## src/clksw_cfg.svh

```systemverilog
// Purpose: offsets, field positions, keys and counts of the clock switch
// Assumes: 32-bit APB, one register per aligned word
// Notes:   definitions only
`ifndef CLKSW_CFG_SVH
`define CLKSW_CFG_SVH

`define OSC_CONTROL_OFFSET   12'h000
`define RC_TUNE_OFFSET       12'h004
`define CFG_STATUS_OFFSET    12'h008

`define CUR_OSC_LSB          12
`define NEXT_OSC_LSB         8
`define PLL_LOCK_BIT         5
`define CLOCK_FAIL_BIT       3
`define KEEP_ON_BIT          1
`define SWITCH_REQ_BIT       0
`define RC_TUNE_WIDTH        6

`define HIGH_KEY_FIRST       8'h78
`define HIGH_KEY_SECOND      8'h9A
`define LOW_KEY_FIRST        8'h46
`define LOW_KEY_SECOND       8'h57

`define SETTLE_NEW_CYCLES    4'hA
`define CFG_SWITCH_RESET     2'h3
`define CFG_INITIAL_RESET    3'h0
`define RC_TUNE_RESET        6'h00

`endif

```

## src/clksw_pkg.sv

```systemverilog
// Purpose: types shared by the clock switch controller
// Assumes: nothing
// Notes:   oscillator codes follow the selection field encoding
package clksw_pkg;

    typedef enum logic [2:0] {
        OSC_FAST_RC       = 3'h0,
        OSC_FAST_RC_PLL   = 3'h1,
        OSC_PRIMARY       = 3'h2,
        OSC_PRIMARY_PLL   = 3'h3,
        OSC_SECONDARY     = 3'h4,
        OSC_LOW_POWER_RC  = 3'h5,
        OSC_RESERVED      = 3'h6,
        OSC_FAST_RC_DIV   = 3'h7
    } osc_code_type;

    typedef enum logic [5:0] {
        ST_IDLE   = 6'h01,
        ST_CHECK  = 6'h02,
        ST_START  = 6'h04,
        ST_LOCK   = 6'h08,
        ST_SETTLE = 6'h10,
        ST_SWAP   = 6'h20
    } switch_state_type;

endpackage : clksw_pkg

```

## src/clock_switch_controller.sv

```systemverilog
// Purpose: run-time system clock switch with byte-wise unlock and handshake
// Assumes: oscillator status inputs synchronous to pclk
// Notes:   new_clk_tick pulses once per cycle of the incoming clock
//
// The register addresses and the APB interface to the registers were chosen for this implementation.
`timescale 1ns/10ps
`default_nettype none
`include "clksw_cfg.svh"

// Functional notes
// - switching and monitor only when config bit zero
// - disabled: next ignored, current shows initial config
// - disabled: switch request ignored, reads zero
// - high byte keys 78h 9Ah, then selection
// - low byte keys 46h 57h, then request
// - equal current and next: clear request, abort
// - valid switch clears lock and fail flags
// - start new oscillator, crystal waits start-up timer
// - PLL source waits for PLL lock
// - count 10 new clock cycles, then switch
// - success clears request, copies next to current
// - old source off, except kept low-power or secondary
// - CPU never stalled during switching
// - six-bit tuning field, centre at zero
// - any of four sources selectable anytime
// - config 1x off, 01 switch only, 00 both
module clock_switch_controller
    import clksw_pkg::*;
(
    input  wire logic        pclk,
    input  wire logic        presetn,
    input  wire logic        psel,
    input  wire logic        penable,
    input  wire logic        pwrite,
    input  wire logic [11:0] paddr,
    input  wire logic [31:0] pwdata,
    input  wire logic [3:0]  pstrb,
    output var  logic [31:0] prdata,
    output var  logic        pready,
    output var  logic        pslverr,
    input  wire logic [1:0]  clock_switch_cfg,
    input  wire logic [2:0]  initial_osc_cfg,
    input  wire logic        watchdog_enable,
    input  wire logic        primary_ost_done,
    input  wire logic        pll_lock,
    input  wire logic        new_clk_tick,
    input  wire logic        clock_fail_event,
    output var  logic [2:0]  sys_clk_select,
    output var  logic [3:0]  osc_enable,
    output var  logic        pll_enable,
    output var  logic [5:0]  rc_tune_value,
    output var  logic        switch_busy
);
    import clksw_pkg::*;

    // one-hot oscillator source: 0 primary, 1 secondary, 2 fast rc, 3 low_power_rc_osc
    function automatic logic [3:0] source_of(input logic [2:0] code);
        logic [3:0] src;
        src = 4'h4;
        if (code == OSC_PRIMARY || code == OSC_PRIMARY_PLL)
            src = 4'h1;
        else if (code == OSC_SECONDARY)
            src = 4'h2;
        else if (code == OSC_LOW_POWER_RC)
            src = 4'h8;
        return src;
    endfunction : source_of

    function automatic logic uses_pll(input logic [2:0] code);
        return (code == OSC_FAST_RC_PLL) || (code == OSC_PRIMARY_PLL);
    endfunction : uses_pll

    switch_state_type state;
    switch_state_type next_state;

    logic [1:0]  cfg_switch;
    logic [2:0]  cfg_initial;
    logic        cfg_taken;
    logic [2:0]  current_osc_status;
    logic [2:0]  next_osc_select;
    logic [2:0]  target_osc;
    logic        switch_request;
    logic        pll_locked;
    logic        clock_fail_flag;
    logic        secondary_osc_keep_on;
    logic [3:0]  settle_count;
    logic [1:0]  unlock_stage [2];
    logic [1:0]  next_unlock_stage [2];
    logic [1:0]  unlock_grant;

    wire logic       switch_enabled  = ~cfg_switch[1];
    wire logic       monitor_enabled = (cfg_switch == 2'h0);
    wire logic       setup_phase     = psel & ~penable;
    wire logic       wr_en           = psel & penable & pwrite;
    wire logic       hit_osc  = (paddr == `OSC_CONTROL_OFFSET);
    wire logic       hit_tune = (paddr == `RC_TUNE_OFFSET);
    wire logic       hit_cfg  = (paddr == `CFG_STATUS_OFFSET);
    wire logic       hit_any  = hit_osc | hit_tune | hit_cfg;
    wire logic [7:0] key_first  [2] = '{`LOW_KEY_FIRST, `HIGH_KEY_FIRST};
    wire logic [7:0] key_second [2] = '{`LOW_KEY_SECOND, `HIGH_KEY_SECOND};
    wire logic       new_src_ready = (source_of(target_osc) == 4'h1) ?
                                     primary_ost_done : 1'b1;
    wire logic       settle_done   = new_clk_tick &&
                         (settle_count == `SETTLE_NEW_CYCLES - 4'h1);
    wire logic       start_switch  = (state == ST_CHECK) &&
                                     (target_osc != current_osc_status);
    wire logic       abort_switch  = (state == ST_CHECK) &&
                                     (target_osc == current_osc_status);
    wire logic       finish_switch = (state == ST_SWAP);
    wire logic       hi_grant_wr   = unlock_grant[1];
    wire logic       lo_grant_wr   = unlock_grant[0];
    wire logic       req_write     = lo_grant_wr &&
                         pwdata[`SWITCH_REQ_BIT] && switch_enabled;
    wire logic       busy_now      = (state != ST_IDLE);
    wire logic [3:0] keep_sources  =
        {watchdog_enable | monitor_enabled, 2'h0, 1'b0} |
        {2'h0, secondary_osc_keep_on, 1'b0};
    wire logic [3:0] next_osc_enable = source_of(current_osc_status) |
        (busy_now ? source_of(target_osc) : 4'h0) | keep_sources;
    wire logic       next_pll_enable = uses_pll(current_osc_status) |
        (busy_now & uses_pll(target_osc));
    wire logic [31:0] osc_word = {17'h0000,
        current_osc_status, 1'b0, next_osc_select, 2'h0,
        pll_locked, 1'b0, clock_fail_flag, 1'b0,
        secondary_osc_keep_on, switch_request & switch_enabled};
    wire logic [31:0] next_prdata =
        hit_osc  ? osc_word :
        hit_tune ? {26'h0000000, rc_tune_value} :
        hit_cfg  ? {26'h0000000, switch_busy, cfg_initial,
                    cfg_switch} : 32'h00000000;

    // the two low byte lanes of the control word each have their own unlock tracker
    genvar g;
    generate
        for (g = 0; g < 2; g++)
        begin : gen_unlock
            wire logic       lane_write = wr_en && hit_osc &&
                                          (pstrb == (4'h1 << g));
            wire logic [7:0] lane_val   = pwdata[8*g +: 8];
            assign unlock_grant[g] = lane_write &&
                                     (unlock_stage[g] == 2'h2);
            always_comb
            begin
                next_unlock_stage[g] = unlock_stage[g];
                if (wr_en)
                begin
                    if (lane_write && unlock_stage[g] == 2'h0 &&
                        lane_val == key_first[g])
                        next_unlock_stage[g] = 2'h1;
                    else if (lane_write && unlock_stage[g] == 2'h1 &&
                             lane_val == key_second[g])
                        next_unlock_stage[g] = 2'h2;
                    else
                        next_unlock_stage[g] = 2'h0;
                end
            end
            always_ff @(posedge pclk or negedge presetn)
            begin
                if (!presetn)
                    unlock_stage[g] <= 2'h0;
                else
                    unlock_stage[g] <= next_unlock_stage[g];
            end
        end
    endgenerate

    always_comb
    begin
        next_state = state;
        unique case (state)
            ST_IDLE:
                if (switch_request && switch_enabled)
                    next_state = ST_CHECK;
            ST_CHECK:
                next_state = abort_switch ? ST_IDLE : ST_START;
            ST_START:
                if (new_src_ready)
                    next_state = uses_pll(target_osc) ? ST_LOCK
                                                      : ST_SETTLE;
            ST_LOCK:
                if (pll_lock)
                    next_state = ST_SETTLE;
            ST_SETTLE:
                if (settle_done)
                    next_state = ST_SWAP;
            ST_SWAP:
                next_state = ST_IDLE;
        endcase
    end

    // configuration fuses are captured once, the cycle after reset release
    always_ff @(posedge pclk or negedge presetn)
    begin
        if (!presetn)
        begin
            cfg_taken   <= 1'b0;
            cfg_switch  <= `CFG_SWITCH_RESET;
            cfg_initial <= `CFG_INITIAL_RESET;
        end
        else if (!cfg_taken)
        begin
            cfg_taken   <= 1'b1;
            cfg_switch  <= clock_switch_cfg;
            cfg_initial <= initial_osc_cfg;
        end
    end

    always_ff @(posedge pclk or negedge presetn)
    begin
        if (!presetn)
        begin
            state        <= ST_IDLE;
            target_osc   <= `CFG_INITIAL_RESET;
            settle_count <= 4'h0;
        end
        else
        begin
            state <= next_state;
            if (state == ST_IDLE)
                target_osc <= next_osc_select;
            if (state != ST_SETTLE)
                settle_count <= 4'h0;
            else if (new_clk_tick)
                settle_count <= settle_count + 4'h1;
        end
    end

    always_ff @(posedge pclk or negedge presetn)
    begin
        if (!presetn)
            current_osc_status <= `CFG_INITIAL_RESET;
        else if (!switch_enabled || !cfg_taken)
            current_osc_status <= cfg_taken ? cfg_initial
                                            : initial_osc_cfg;
        else if (finish_switch)
            current_osc_status <= target_osc;
    end

    // selection is accepted only right after the high byte unlock
    always_ff @(posedge pclk or negedge presetn)
    begin
        if (!presetn)
            next_osc_select <= `CFG_INITIAL_RESET;
        else if (!cfg_taken)
            next_osc_select <= initial_osc_cfg;
        else if (hi_grant_wr)
            next_osc_select <= pwdata[`NEXT_OSC_LSB +: 3];
    end

    always_ff @(posedge pclk or negedge presetn)
    begin
        if (!presetn)
            switch_request <= 1'b0;
        else if (!switch_enabled)
            switch_request <= 1'b0;
        else if (abort_switch || finish_switch)
            switch_request <= 1'b0;
        else if (req_write)
            switch_request <= 1'b1;
    end

    always_ff @(posedge pclk or negedge presetn)
    begin
        if (!presetn)
            secondary_osc_keep_on <= 1'b0;
        else if (lo_grant_wr)
            secondary_osc_keep_on <= pwdata[`KEEP_ON_BIT];
    end

    // hardware set wins over a clear in the same cycle
    always_ff @(posedge pclk or negedge presetn)
    begin
        if (!presetn)
            clock_fail_flag <= 1'b0;
        else if (clock_fail_event && monitor_enabled)
            clock_fail_flag <= 1'b1;
        else if (start_switch)
            clock_fail_flag <= 1'b0;
        else if (lo_grant_wr && !pwdata[`CLOCK_FAIL_BIT])
            clock_fail_flag <= 1'b0;
    end

    always_ff @(posedge pclk or negedge presetn)
    begin
        if (!presetn)
            pll_locked <= 1'b0;
        else if (start_switch)
            pll_locked <= 1'b0;
        else if (state == ST_LOCK)
            pll_locked <= pll_lock;
        else if (state == ST_IDLE)
            pll_locked <= pll_lock & uses_pll(current_osc_status);
    end

    always_ff @(posedge pclk or negedge presetn)
    begin
        if (!presetn)
            rc_tune_value <= `RC_TUNE_RESET;
        else if (wr_en && hit_tune && pstrb[0])
            rc_tune_value <= pwdata[`RC_TUNE_WIDTH-1:0];
    end

    // bus never stretches, so code keeps running while switching
    always_ff @(posedge pclk or negedge presetn)
    begin
        if (!presetn)
        begin
            pready  <= 1'b0;
            pslverr <= 1'b0;
            prdata  <= 32'h00000000;
        end
        else
        begin
            pready <= 1'b1;
            if (setup_phase)
            begin
                pslverr <= ~hit_any;
                prdata  <= pwrite ? 32'h00000000 : next_prdata;
            end
        end
    end

    always_ff @(posedge pclk or negedge presetn)
    begin
        if (!presetn)
        begin
            sys_clk_select <= `CFG_INITIAL_RESET;
            osc_enable     <= 4'h0;
            pll_enable     <= 1'b0;
            switch_busy    <= 1'b0;
        end
        else
        begin
            sys_clk_select <= current_osc_status;
            osc_enable     <= next_osc_enable;
            pll_enable     <= next_pll_enable;
            switch_busy    <= busy_now;
        end
    end

endmodule : clock_switch_controller
`default_nettype wire

```

## config.mk

```make
export PLATFORM = sky130hd
export DESIGN_NAME = clock_switch_controller
export DESIGN_NICKNAME = d
export VERILOG_FILES = /design/src/clksw_pkg.sv /design/src/clock_switch_controller.sv
export VERILOG_INCLUDE_DIRS = /design/src
export SDC_FILE = /design/constraint.sdc
export NUM_CORES = 1
export LEC_CHECK = 0
export BUFFER_PORTS_ARGS = -buffer_cell sky130_fd_sc_hd__buf_2
export CORE_MARGIN = 5
export CORE_UTILIZATION = 40
export DETAILED_ROUTE_END_ITERATION = 16
export GPL_TIMING_DRIVEN = 0
export PLACE_DENSITY = 0.78
export SLEW_MARGIN = 20
export SYNTH_ARGS = -nofsm -noshare
export SYNTH_HDL_FRONTEND = slang
export SYNTH_SLANG_ARGS = --single-unit
```

## constraint.sdc

```tcl
create_clock -name pclk -period 4.1 [get_ports pclk]
set_clock_uncertainty 0.05 [all_clocks]
set_input_delay 0.205 -clock pclk [delete_from_list [all_inputs] [get_ports pclk]]
set_output_delay 0.205 -clock pclk [all_outputs]
set_load 0.02 [all_outputs]
```

* After elaboration in Yosys (flattened, before gate mapping)
Index checks and enable logic that the tools add are counted.
** Word-level totals
- Output and inout bits :: 49
- Register bits after elaboration :: 81
- Logic and storage cells :: 157
- Input port bits :: 63
** Operators by class
- Reduce and logical (&&, ||, !) cells :: 41
- Add/subtract/negate cells :: 1
- Eq/ne operators :: 39
- Muxes and demuxes :: 39
- Bitwise gates (word level) :: 16
** Operators with widths (count)
- 4-bit 2-to-1 mux :: 9
- 6-bit 2-to-1 mux :: 6
- 6-bit case mux with 6 select lines :: 1
- 15-bit 2-to-1 mux :: 2
- 8-bit by 7-bit equality test with 1-bit output (second input constant) :: 3
- 1-bit logical AND :: 23
- 3-bit 2-to-1 mux :: 6
- 12-bit by 3-bit equality test with 1-bit output (second input constant) :: 1
- 12-bit by 4-bit equality test with 1-bit output (second input constant) :: 1
- 3-bit by 2-bit equality test with 1-bit output (second input constant) :: 4
- 3-bit equality test (second input constant) :: 4
- 12-bit zero test :: 1
- 1-bit 2-to-1 mux :: 10
- 3-bit nonzero test :: 3
- 4-bit by 1-bit equality test with 1-bit output (second input constant) :: 2
- 8-bit equality test (second input constant) :: 1
- 2-bit 2-to-1 mux :: 4
- 2-bit != test (second input constant) :: 4
- 4-bit OR :: 2
- 1-bit AND :: 6
- 3-bit by 1-bit equality test with 1-bit output (second input constant) :: 2
- 6-bit by 1-bit equality test with 1-bit output (second input constant) :: 1
- 6-bit by 2-bit equality test with 1-bit output (second input constant) :: 1
- 6-bit by 3-bit equality test with 1-bit output (second input constant) :: 1
- 22 further kinds :: 38

* Logic depth before layout (Yosys ltp)
Gate-level depths: netlist of the first run.
- Word-level depth :: 10
- Depth in mapped cells :: 7
- Depth with buffers taken out :: 5

* Worst setup path after synthesis of the first run
Ideal clock, no wire load.
- Path kind :: reg2reg
- From :: register state[2]
- To :: register pll_locked
- Cell stages (with the launch flop) :: 8
- Path buffers :: 2
- Setup time :: 119 ps
- Data arrival time :: 1591 ps
- Setup slack :: 2341 ps
- Cell sequence :: dfrtp_1 -> clkbuf_1 -> nor4b_1 -> and2_1 -> buf_2 -> inv_1 -> and3_1 -> o21a_1
** Between the ends
- Word-level cells in the longest chain between the ends :: 3
** RTL lines
- start, declared :: RTL line clock_switch_controller.sv:73 : switch_state_type state;
- start signal, assigned :: RTL line clock_switch_controller.sv:218 : state <= next_state;
- 6-bit by 4-bit equality test with 1-bit output / 6-bit by 2-bit equality test with 1-bit output (equally long branches) :: RTL line clock_switch_controller.sv:289, clock_switch_controller.sv:105
- 1-bit 2-to-1 mux / 1-bit logical AND (equally long branches) :: RTL line clock_switch_controller.sv:289, clock_switch_controller.sv:105
- 1-bit 2-to-1 mux / 3-bit nonzero test (equally long branches)
- end signal, assigned :: RTL line clock_switch_controller.sv:290 : pll_locked <= pll_lock;
- end signal, assigned :: RTL line clock_switch_controller.sv:292 : pll_locked <= pll_lock & uses_pll(current_osc_status);
- end, declared :: RTL line clock_switch_controller.sv:83 : logic pll_locked;
Several ways; a longest one is shown, not always the timed one.
A chain may end at the register's enable or synchronous reset.

* Final worst setup path of the first run
Ends and elaborated chain as after synthesis.

==> results.sh, run 1 <==
export IMPL_leakage_nw=1.875
export IMPL_htree_num_levels=3
export IMPL_ir_drop_mv=0.2004
export IMPL_drc=0
export IMPL_grt_pass1_wl_um=12530
export IMPL_startpoint_type="flop"
export IMPL_fin_crit_ps=2010
export IMPL_clock_latency_ps=340
export IMPL_slew_headroom_pct=50.25
export IMPL_cts_tree="built"
export IMPL_rsz0062_at_grt="no"
export IMPL_tightestPinTransition_ps=746.2
export IMPL_cts_made_buffers=9
export IMPL_synth_compound_area_share_pct=12.22
export IMPL_synth_top_family_by_area="simple AND/OR/NAND/NOR gates"
export IMPL_drtAntennaViolNets=0
export IMPL_gr_total_overflow=0
export IMPL_clk_pin_slew_ps=60
export IMPL_syn_area_um2=3163
export IMPL_drive_gt1_share_pct=31.07
export IMPL_ys_warn_count=0
export IMPL_dp_hpwl_um=6036
export IMPL_async_flop_share_pct=100.0
export IMPL_worstPathRequired_ps=4280
export IMPL_grt_pass1_vias=2673
export IMPL_syn_inst=317
export IMPL_synth_cell_types=56
export IMPL_critPathCaptureType="flop"
export IMPL_cts_sinks=61
export IMPL_drv_cap=0
export IMPL_totalWireLength_um=7611
export IMPL_synth_seq_area_share_pct=48.38
export IMPL_via_per_inst=5.123
export IMPL_cts_root_buf="clkbuf_8"
export IMPL_rows=32
export IMPL_detail_route_wl_per_cell_um=14.36
export IMPL_synth_xor_area_share_pct=2.492
export IMPL_io_pins=112
export IMPL_antennaDiodeCount=0
export IMPL_tns_ps=0
export IMPL_core_area_um2=7727
export IMPL_period_share_pct=49.02
export IMPL_crit_type="flop to flop"
export IMPL_numPortBuffers=75
export IMPL_setup_viol=0
export IMPL_ys_seq_elements=61
export IMPL_die_area_um2=9786
export IMPL_final_nets=488
export IMPL_synth_avg_cell_area_um2=9.978
export IMPL_worstPathArrival_ps=2190
export IMPL_area_growth_pct=24.01
export IMPL_fp_dieH_um=98.93
export IMPL_p_per_area_nw_per_um2=418.6
export IMPL_initialDrtViolationCount=134
export IMPL_antenna_found_initial=0
export IMPL_gp_congestion=0.9009
export IMPL_postCtsSetupBuffers=0
export IMPL_clock_path_buffers=2
export IMPL_fmax_ghz=0.4975
export IMPL_die_w_um=98.93
export IMPL_firstDrtPassIters=4
export IMPL_via_count=2715
export IMPL_synth_simple_area_share_pct=23.14
export IMPL_grtUsageTotal_pct=16.11
export IMPL_layout_cells_most_common="buf_2"
export IMPL_outcome="complete, no violations"
export IMPL_holdWs_ps=40.15
export IMPL_crit_path_max_fanout=9
export IMPL_dominantRegCellSynth="dfrtp_1"
export IMPL_synth_adder_area_share_pct=0.7911
export IMPL_slew_viol_final=0
export IMPL_synth_enable_flop_cells=0
export IMPL_grt_max_degree=62
export IMPL_initial_utilization_pct=40.93
export IMPL_hold_path_class="input port to flop"
export IMPL_hold_violations=0
export IMPL_layout_common_cells="buf_2, dfrtp_1, nand2_1"
export IMPL_muxShareOfSynthArea_pct=5.222
-- registers in the layout, summed over array words and instances, names as in the netlist, 2 cells and up --
register,cells
cfg_initial,3
rc_tune_value,6
next_osc_select,3
sys_clk_select,3
osc_enable,4
prdata,12
target_osc,3
settle_count,4
state,6
unlock_stage,4
current_osc_status,3
cfg_switch,2
-- final timing paths --
path	from	end	slack, ps	depth (start not counted)
worst max-delay path	state[2]	pll_locked	2090	7
worst min-delay path	pll_lock	state[3]	40	2
worst min register to register	current_osc_status[2]	sys_clk_select[2]	330	0
min in group asynchronous	presetn	prdata[2]	430	2
worst max register to register	state[2]	pll_locked	2090	7
max in group asynchronous	presetn	current_osc_status[2]	3080	2
-- where the power goes --
part	switching, W	internal, W	total, W
sequential	0.0000537	0.000685	0.000738
clock	0.000214	0.000251	0.000465
combinational	0.000270	0.000168	0.000439
total	0.000538	0.00110	0.00164
-- synth_stat cells (2+ instances only) --
library cell / number / area (um^2)
dfrtp_1: 58 / 1451
buf_4: 20 / 150.1
o21a_1: 3 / 22.52
nor3_1: 7 / 35.03
nor2_1: 17 / 63.81
a41oi_1: 2 / 17.52
nand2_1: 41 / 153.9
inv_1: 11 / 41.29
nor4b_1: 3 / 26.28
or4_1: 2 / 15.01
nor4bb_1: 2 / 20.02
nor4_2: 3 / 37.54
conb_1: 2 / 7.510
or3_1: 6 / 37.54
nor3b_1: 3 / 22.52
xnor2_1: 2 / 17.52
nand3_1: 7 / 35.03
mux2i_1: 3 / 30.03
nand2b_1: 5 / 31.28
ha_1: 2 / 25.02
o211ai_1: 2 / 15.01
o31ai_1: 3 / 22.52
and3_1: 4 / 25.02
nor2b_1: 10 / 62.56
a21oi_1: 10 / 50.05
xor2_1: 7 / 61.31
o221ai_1: 3 / 26.28
a32o_1: 3 / 30.03
clkbuf_1: 10 / 37.54
nor4_4: 2 / 42.54
nand4_1: 5 / 31.28
a22oi_1: 2 / 15.01
a31oi_1: 3 / 18.77
o21ai_0: 19 / 95.09
dfstp_2: 3 / 78.83
mux2_2: 12 / 135.1
-- repair_timing --
item | in CTS | in global routing
resized for setup | 0 | 0
endpoints found under the hold margin | 58 | 0
hold buffers | 1 | 0
-- routing by layer --
| layer | wire length (um) | global-route usage, % | up-vias |
|---|---|---|---|
| li1 | - | - | 1301 |
| met1 | 3080 | 19.83 | 1304 |
| met2 | 3726 | 25.77 | 97 |
| met3 | 663 | 5.166 | 13 |
| met4 | 142 | 7.248 | 0 |
| met5 | 0 | 0 | - |
-- area by class of cell --
type,instances,area (um^2)
plain buffers,32,196.4
clock buffers,14,162.7
clock inverters,2,10.01
fillers,738,3805
inverters,11,41.29
multi-input cells,232,1466
flip-flops and latches,61,1530
well taps,102,127.6
repair buffers,76,387.9
-- logic make-up (layout without fill, tap and decap cells) --
logic type / count (synthesis) / count (layout)
other cells: 2 / 21
flops: 61 / 61
compound gates: 59 / 59
fa+ha+maj: 2 / 2
simple gates: 126 / 126
xor+xnor: 9 / 9
mux: 15 / 15
buf+inv: 43 / 135
-- worst max-delay path: stages, from the launching register on --
cell	delay [ps]
dfrtp_1	360
clkbuf_1	180
nor4b_1	520
and2_1	190
buf_2	180
inv_1	100
and3_1	170
o21a_1	160
-- per-stage QoR --
stage	total power [W]	instance area (um^2)	utilization, %	setup slack [ps]	cells
final	0.001642	3923	50.76	2090	530
after global routing	0.001746	3923	50.76	1976	530
after CTS	0.001659	3923	50.76	2124	530
after detailed placement	0.001186	3740	48.40	2108	513
after global placement	0.001166	3737	48.36	2152	513
after floorplan	0.001036	3234	-	2341	336
(Power assumes the default switching activity.)
==> run 2, diff against run 1 <==
--- a/config.mk
+++ b/config.mk
@@ -11,7 +11,7 @@
 export CORE_UTILIZATION = 40
 export DETAILED_ROUTE_END_ITERATION = 16
 export GPL_TIMING_DRIVEN = 0
-export PLACE_DENSITY = 0.78
+export PLACE_DENSITY = 0.81
 export SLEW_MARGIN = 20
 export SYNTH_ARGS = -nofsm -noshare
 export SYNTH_HDL_FRONTEND = slang
==> constraint.sdc (replaced) <==
create_clock -name pclk -period 1.8 [get_ports pclk]
set_clock_uncertainty 0.05 [all_clocks]
set_input_delay 0.09 -clock pclk [delete_from_list [all_inputs] [get_ports pclk]]
set_output_delay 0.09 -clock pclk [all_outputs]
set_load 0.02 [all_outputs]
==> run 2 against run 1 <==
  * Cell count is 3.4% higher
  * Die area did not move
  * Non-clock buffer count increased by 18
  * Core utilization up 3.1 points
  * Setup slack worse by 2000 ps
  * Design area increased by 6.1%
  * Worst hold slack got worse by 26 ps
  * First-iteration DRC count is 18% higher
  * Highest routed layer unchanged
  * Largest power group unchanged
  * Largest cell class unchanged
  * Critical path type unchanged
  * Sequential power increased by 130%
  * Total power is 140% higher
==> results.sh, run 2 (same netlist as run 1, synthesis figures left out) <==
export IMPL_crit_type="flop to flop"
export IMPL_startpoint_type="flop"
export IMPL_fp_dieH_um=98.93
export IMPL_initial_utilization_pct=40.93
export IMPL_clock_path_buffers=2
export IMPL_drv_cap=0
export IMPL_final_nets=506
export IMPL_die_area_um2=9786
export IMPL_rrSetupSlack_ps=70
export IMPL_drive_gt1_share_pct=31.84
export IMPL_clk_pin_slew_ps=70
export IMPL_dp_hpwl_um=5984
export IMPL_reg_largest_list="prdata: 12 flops, rc_tune_value: 6 flops, state: 6 flops"
export IMPL_ir_drop_mv=0.4397
export IMPL_initialDrtViolationCount=158
export IMPL_gp_congestion=0.9029
export IMPL_fillers=697
export IMPL_drtAntennaViolNets=0
export IMPL_largest_reg_flops=12
export IMPL_core_area_um2=7727
export IMPL_via_per_inst=5.086
export IMPL_clock_latency_ps=340
export IMPL_fin_crit_ps=1734
export IMPL_setup_viol=0
export IMPL_outcome="complete, no violations"
export IMPL_cts_tree="built"
export IMPL_cts_root_buf="clkbuf_8"
export IMPL_totalWireLength_um=7986
export IMPL_hold_depth=3
export IMPL_critPathCaptureType="flop"
export IMPL_hold_path_class="input port to flop"
export IMPL_slew_headroom_pct=50.95
export IMPL_p_per_area_nw_per_um2=949.3
export IMPL_rsz0062_at_grt="no"
export IMPL_rr_startpoint="state[4]"
export IMPL_antenna_found_initial=0
export IMPL_hold_violations=0
export IMPL_r2r_cells=5
export IMPL_setup_worst_path_start="state[4]"
export IMPL_detail_route_wl_per_cell_um=14.57
export IMPL_die_w_um=98.93
export IMPL_worstPathArrival_ps=1920
export IMPL_rows=32
export IMPL_layout_common_cells="buf_2, dfrtp_1, nand2_1"
export IMPL_gr_total_overflow=0
export IMPL_grt_pass1_wl_um=12720
export IMPL_tns_ps=0
export IMPL_leakage_nw=1.962
export IMPL_fmax_ghz=0.5767
export IMPL_endpoint="state[4]"
export IMPL_via_count=2787
export IMPL_cts_sinks=61
export IMPL_htree_num_levels=3
export IMPL_cts_made_buffers=9
export IMPL_grt_max_degree=62
export IMPL_largest_register="prdata"
export IMPL_tightestPinTransition_ps=735.7
export IMPL_r2r_end="state[4]"
export IMPL_slew_viol_final=0
export IMPL_layout_cells_most_common="buf_2"
export IMPL_grtUsageTotal_pct=16.49
export IMPL_worstPathRequired_ps=1980
export IMPL_regArea_um2=1534
export IMPL_area_growth_pct=31.53
export IMPL_multi_input_area_um2=1493
export IMPL_io_pins=112
export IMPL_drc=0
export IMPL_numPortBuffers=75
export IMPL_antennaDiodeCount=0
export IMPL_grt_pass1_vias=2664
export IMPL_crit_path_max_fanout=6
export IMPL_utilization_pct=53.84
export IMPL_period_share_pct=96.33
export IMPL_firstDrtPassIters=4
==> run 2: changes by cell type in the layout (fill, tap and decap cells not counted), sizes merged <==
cell and change:
dlygate4sd3 +18, clkbuf -4, buf +2, bufinv +1, clkinvlp +1
==> run 2: cell type report <==
class | count | share of cell area [%]
well taps | 102 | 3.068
repair buffers | 96 | 14.02
multi-input cells | 232 | 35.88
inverters | 11 | 0.9925
flip-flops and latches | 61 | 36.87
plain buffers | 30 | 4.541
clock inverters | 4 | 1.143
clock buffers | 12 | 3.489
==> run 2: worst max-delay path: stages, from the launching register on <==
cell and delay (ps):
dfrtp_1 440, nor2_1 290, nand4b_1 260, o211ai_1 250, buf_4 170, o21ba_2 160
==> run 2: metrics by stage <==
stage / total power [W] / instances / cell area [um^2] / setup WS [ps] / hold WS, ps
2_1_floorplan: 0.002360 / 336 / 3234 / 40.69 / -255.6
3_3_place_gp: 0.002651 / 513 / 3737 / -123.8 / 271.2
3_5_place_dp: 0.002682 / 513 / 3740 / -189.1 / 155.8
4_1_cts: 0.003929 / 547 / 4134 / 40.55 / 0.8857
5_1_grt: 0.004174 / 548 / 4160 / 6.579 / 35.41
6_report: 0.003949 / 548 / 4160 / 66.13 / 13.73
==> run 2: worst min path at each step <==
stage / from / to / slack [ps]
finish: pwdata[8] / unlock_stage[0] / 10
global route: pwdata[8] / unlock_stage[1] / 40
CTS: pwdata[8] / unlock_stage[0] / 0.9
detailed placement: presetn / prdata[4] / 160
global placement: pll_lock / state[3] / 270
floorplan: presetn / cfg_initial[0] / -260
==> run 2: report_power, final <==
part | switching [W] | total, W | internal, W
registers | 0.000168 | 0.00173 | 0.00156
clock network | 0.000517 | 0.00119 | 0.000673
logic | 0.000587 | 0.00103 | 0.000440
==> run 2: layer usage <==
metal	vias to the layer above	track usage [%]	share of wire [%]
met1	1304	20.36	41
met3	28	4.105	7.5
met2	113	26.03	48
met5	-	0	0
met4	0	9.769	3.8
li1	1342	-	-
==> run 2: repair_timing <==
| action | CTS | global route |
|---|---|---|
| setup endpoints to repair | 5 | 11 |
| setup buffers | 0 | 2 |
| hold endpoints to repair | 80 | 0 |
| pin swaps | 0 | 1 |
| hold buffers | 19 | 0 |
| resized for setup | 2 | 5 |
==> run 3, diff against run 2 <==
--- a/config.mk
+++ b/config.mk
@@ -8,10 +8,10 @@
 export LEC_CHECK = 0
 export BUFFER_PORTS_ARGS = -buffer_cell sky130_fd_sc_hd__buf_2
 export CORE_MARGIN = 5
-export CORE_UTILIZATION = 40
+export CORE_UTILIZATION = 45
 export DETAILED_ROUTE_END_ITERATION = 16
 export GPL_TIMING_DRIVEN = 0
-export PLACE_DENSITY = 0.81
+export PLACE_DENSITY = 0.88
 export SLEW_MARGIN = 20
 export SYNTH_ARGS = -nofsm -noshare
 export SYNTH_HDL_FRONTEND = slang
==> run 3 against run 2 <==
  * Total power grew 2.1%
  * Worst hold slack gained 7.7 ps
  * Maximum frequency shrank 2.5%
  * Setup slack lost 44 ps
  * Via count grew 1.2%
  * First-iteration DRC count grew 15%
  * Wire length is the same
  * Design area grew 0.39%
  * Clock power is essentially flat
  * Sequential share of layout area shrank 0.17 points
  * Count of clock-buffer cells in the layout is the same
  * Critical path depth grew 1
  * Critical path type unchanged
  * Critical endpoint is now pll_locked
  * Highest routed layer unchanged
==> results.sh, run 3 (same netlist as run 1, synthesis figures left out) <==
export IMPL_outcome="complete, no violations"
export IMPL_gp_congestion=0.9199
export IMPL_min_to="unlock_stage[0]"
export IMPL_tightestPinTransition_ps=737.8
export IMPL_cp_slowest_cell="dfstp_2"
export IMPL_antenna_found_initial=0
export IMPL_grt_max_degree=62
export IMPL_slowest_delay_ps=560
export IMPL_fp_dieH_um=93.84
export IMPL_clk_pin_slew_ps=70
export IMPL_grtUsageTotal_pct=18.58
export IMPL_leakage_nw=1.975
export IMPL_hold_violations=0
export IMPL_io_pins=112
export IMPL_dp_cells=507
export IMPL_layout_common_cells="buf_2, dfrtp_1, nand2_1"
export IMPL_clock_path_buffers=2
export IMPL_r2r_cells=6
export IMPL_cp_num_buf_inv=2
export IMPL_die_area_um2=8806
export IMPL_placed_cell_area_um2=3732
export IMPL_startpoint_type="flop"
export IMPL_rr_startpoint="state[0]"
export IMPL_grt_pass1_wl_um=12870
export IMPL_hp_start="pwdata[8]"
export IMPL_core_area_um2=6832
export IMPL_cts_made_buffers=9
export IMPL_cts_root_buf="clkbuf_8"
export IMPL_via_count=2820
export IMPL_clock_latency_ps=330
export IMPL_area_growth_pct=32.04
export IMPL_period_share_pct=98.76
export IMPL_initialDrtViolationCount=182
export IMPL_crit_chain="nor4b_4, and2_1, clkbuf_4, inv_1, and3_1, o21a_1"
export IMPL_reg_largest_list="prdata: 12 flops, rc_tune_value: 6 flops, state: 6 flops"
export IMPL_hold_path_class="input port to flop"
export IMPL_numPortBuffers=75
export IMPL_fin_crit_ps=1778
export IMPL_largest_reg_flops=12
export IMPL_rrSetupSlack_ps=20
export IMPL_totalWireLength_um=7986
export IMPL_grt_pass1_vias=2781
export IMPL_cts_sinks=61
export IMPL_worstPathRequired_ps=1980
export IMPL_drc=0
export IMPL_p_total_w=0.004032
export IMPL_cp_top_family="simple AND/OR/NAND/NOR gates"
export IMPL_dp_hpwl_um=5984
export IMPL_slew_headroom_pct=50.81
export IMPL_htree_num_levels=3
export IMPL_gr_total_overflow=0
export IMPL_crit_type="flop to flop"
export IMPL_initial_utilization_pct=46.30
export IMPL_crit_path_max_fanout=9
export IMPL_firstDrtPassIters=4
export IMPL_final_nets=507
export IMPL_finalNonFillerCells=543
export IMPL_drtAntennaViolNets=0
export IMPL_drv_cap=0
export IMPL_slew_viol_final=0
export IMPL_r2r_end="pll_locked"
export IMPL_ir_drop_mv=0.4245
export IMPL_rows=30
export IMPL_setup_viol=0
export IMPL_worstPathArrival_ps=1960
export IMPL_p_per_area_nw_per_um2=965.5
export IMPL_via_per_inst=5.193
export IMPL_largest_register="prdata"
export IMPL_hold_depth=3
export IMPL_layout_cells_most_common="buf_2"
export IMPL_drive_gt1_share_pct=32.21
export IMPL_die_w_um=93.84
export IMPL_fmax_ghz=0.5625
export IMPL_cts_tree="built"
export IMPL_rsz0062_at_grt="yes"
export IMPL_design_area_um2=4177
export IMPL_critPathCaptureType="flop"
export IMPL_detail_route_wl_per_cell_um=14.71
export IMPL_antennaDiodeCount=0
[run 3: cell count changes in the layout (fill, tap and decap cells not counted), sizes merged]
| cell | before | now |
|---|---|---|
| clkbuf | 20 | 21 |
[run 3: final cells by class]
class                           count  area [um^2]
Buffer                             30        191.4
Clock buffer                       12        155.1
Clock inverter                      4        47.55
Fill cell                         567         2655
Inverter                           11        41.29
Multi-Input combinational cell    232         1498
Sequential cell                    61         1533
Tap cell                           96        120.1
Timing Repair Buffer               97        590.6
[run 3: worst max-delay path by stage]
stage | to | depth (start not counted) | from
floorplan | pll_locked | 7 | state[2]
global placement | pll_locked | 7 | state[2]
detailed placement | pll_locked | 7 | state[2]
CTS | pll_locked | 7 | state[2]
global route | pll_locked | 6 | state[2]
finish | pll_locked | 6 | state[0]
[run 3: repair_timing]
item,in CTS,in global routing
gates cloned,0,0
setup endpoints to repair,5,11
buffers inserted,1,2
resized for setup,3,6
endpoints found under the hold margin,80,0
hold buffers,19,0
pin swaps,1,2
[run 3: report_power, final]
part	total, W	internal [W]	switching [W]
Combinational	0.00109	0.000452	0.000636
Clock	0.00121	0.000710	0.000503
Sequential	0.00173	0.00156	0.000169
[run 3: stage by stage]
stage / hold slack, ps / setup WS (ps) / setup TNS [ps] / utilization [%]
after floorplan: -255.6 / 40.69 / 0 / -
after global placement: 269.0 / -124.2 / -235.4 / 54.60
after detailed placement: 151.7 / -158.8 / -429.8 / 54.63
after CTS: 14.98 / 28.28 / 0 / 60.70
after global routing: 26.77 / -56.12 / -93.99 / 61.14
final: 21.45 / 22.34 / 0 / 61.14
[run 3: worst min-delay path: cells and delay by family]
| family | cells | cell delay, ps |
|---|---|---|
| buf+inv | 1 | 90 |
| compound gates | 1 | 60 |
| simple gates | 1 | 120 |
[run 3: routing by layer]
| layer | share of wire, % | global-route usage (%) | up-vias | wire, um |
|---|---|---|---|---|
| met5 | 0 | 0 | - | 0 |
| met4 | 3.0 | 8.544 | 0 | 238 |
| met3 | 6.5 | 4.087 | 30 | 520 |
| met2 | 49 | 31.22 | 127 | 3887 |
| met1 | 42 | 22.67 | 1329 | 3341 |
| li1 | - | - | 1334 | - |
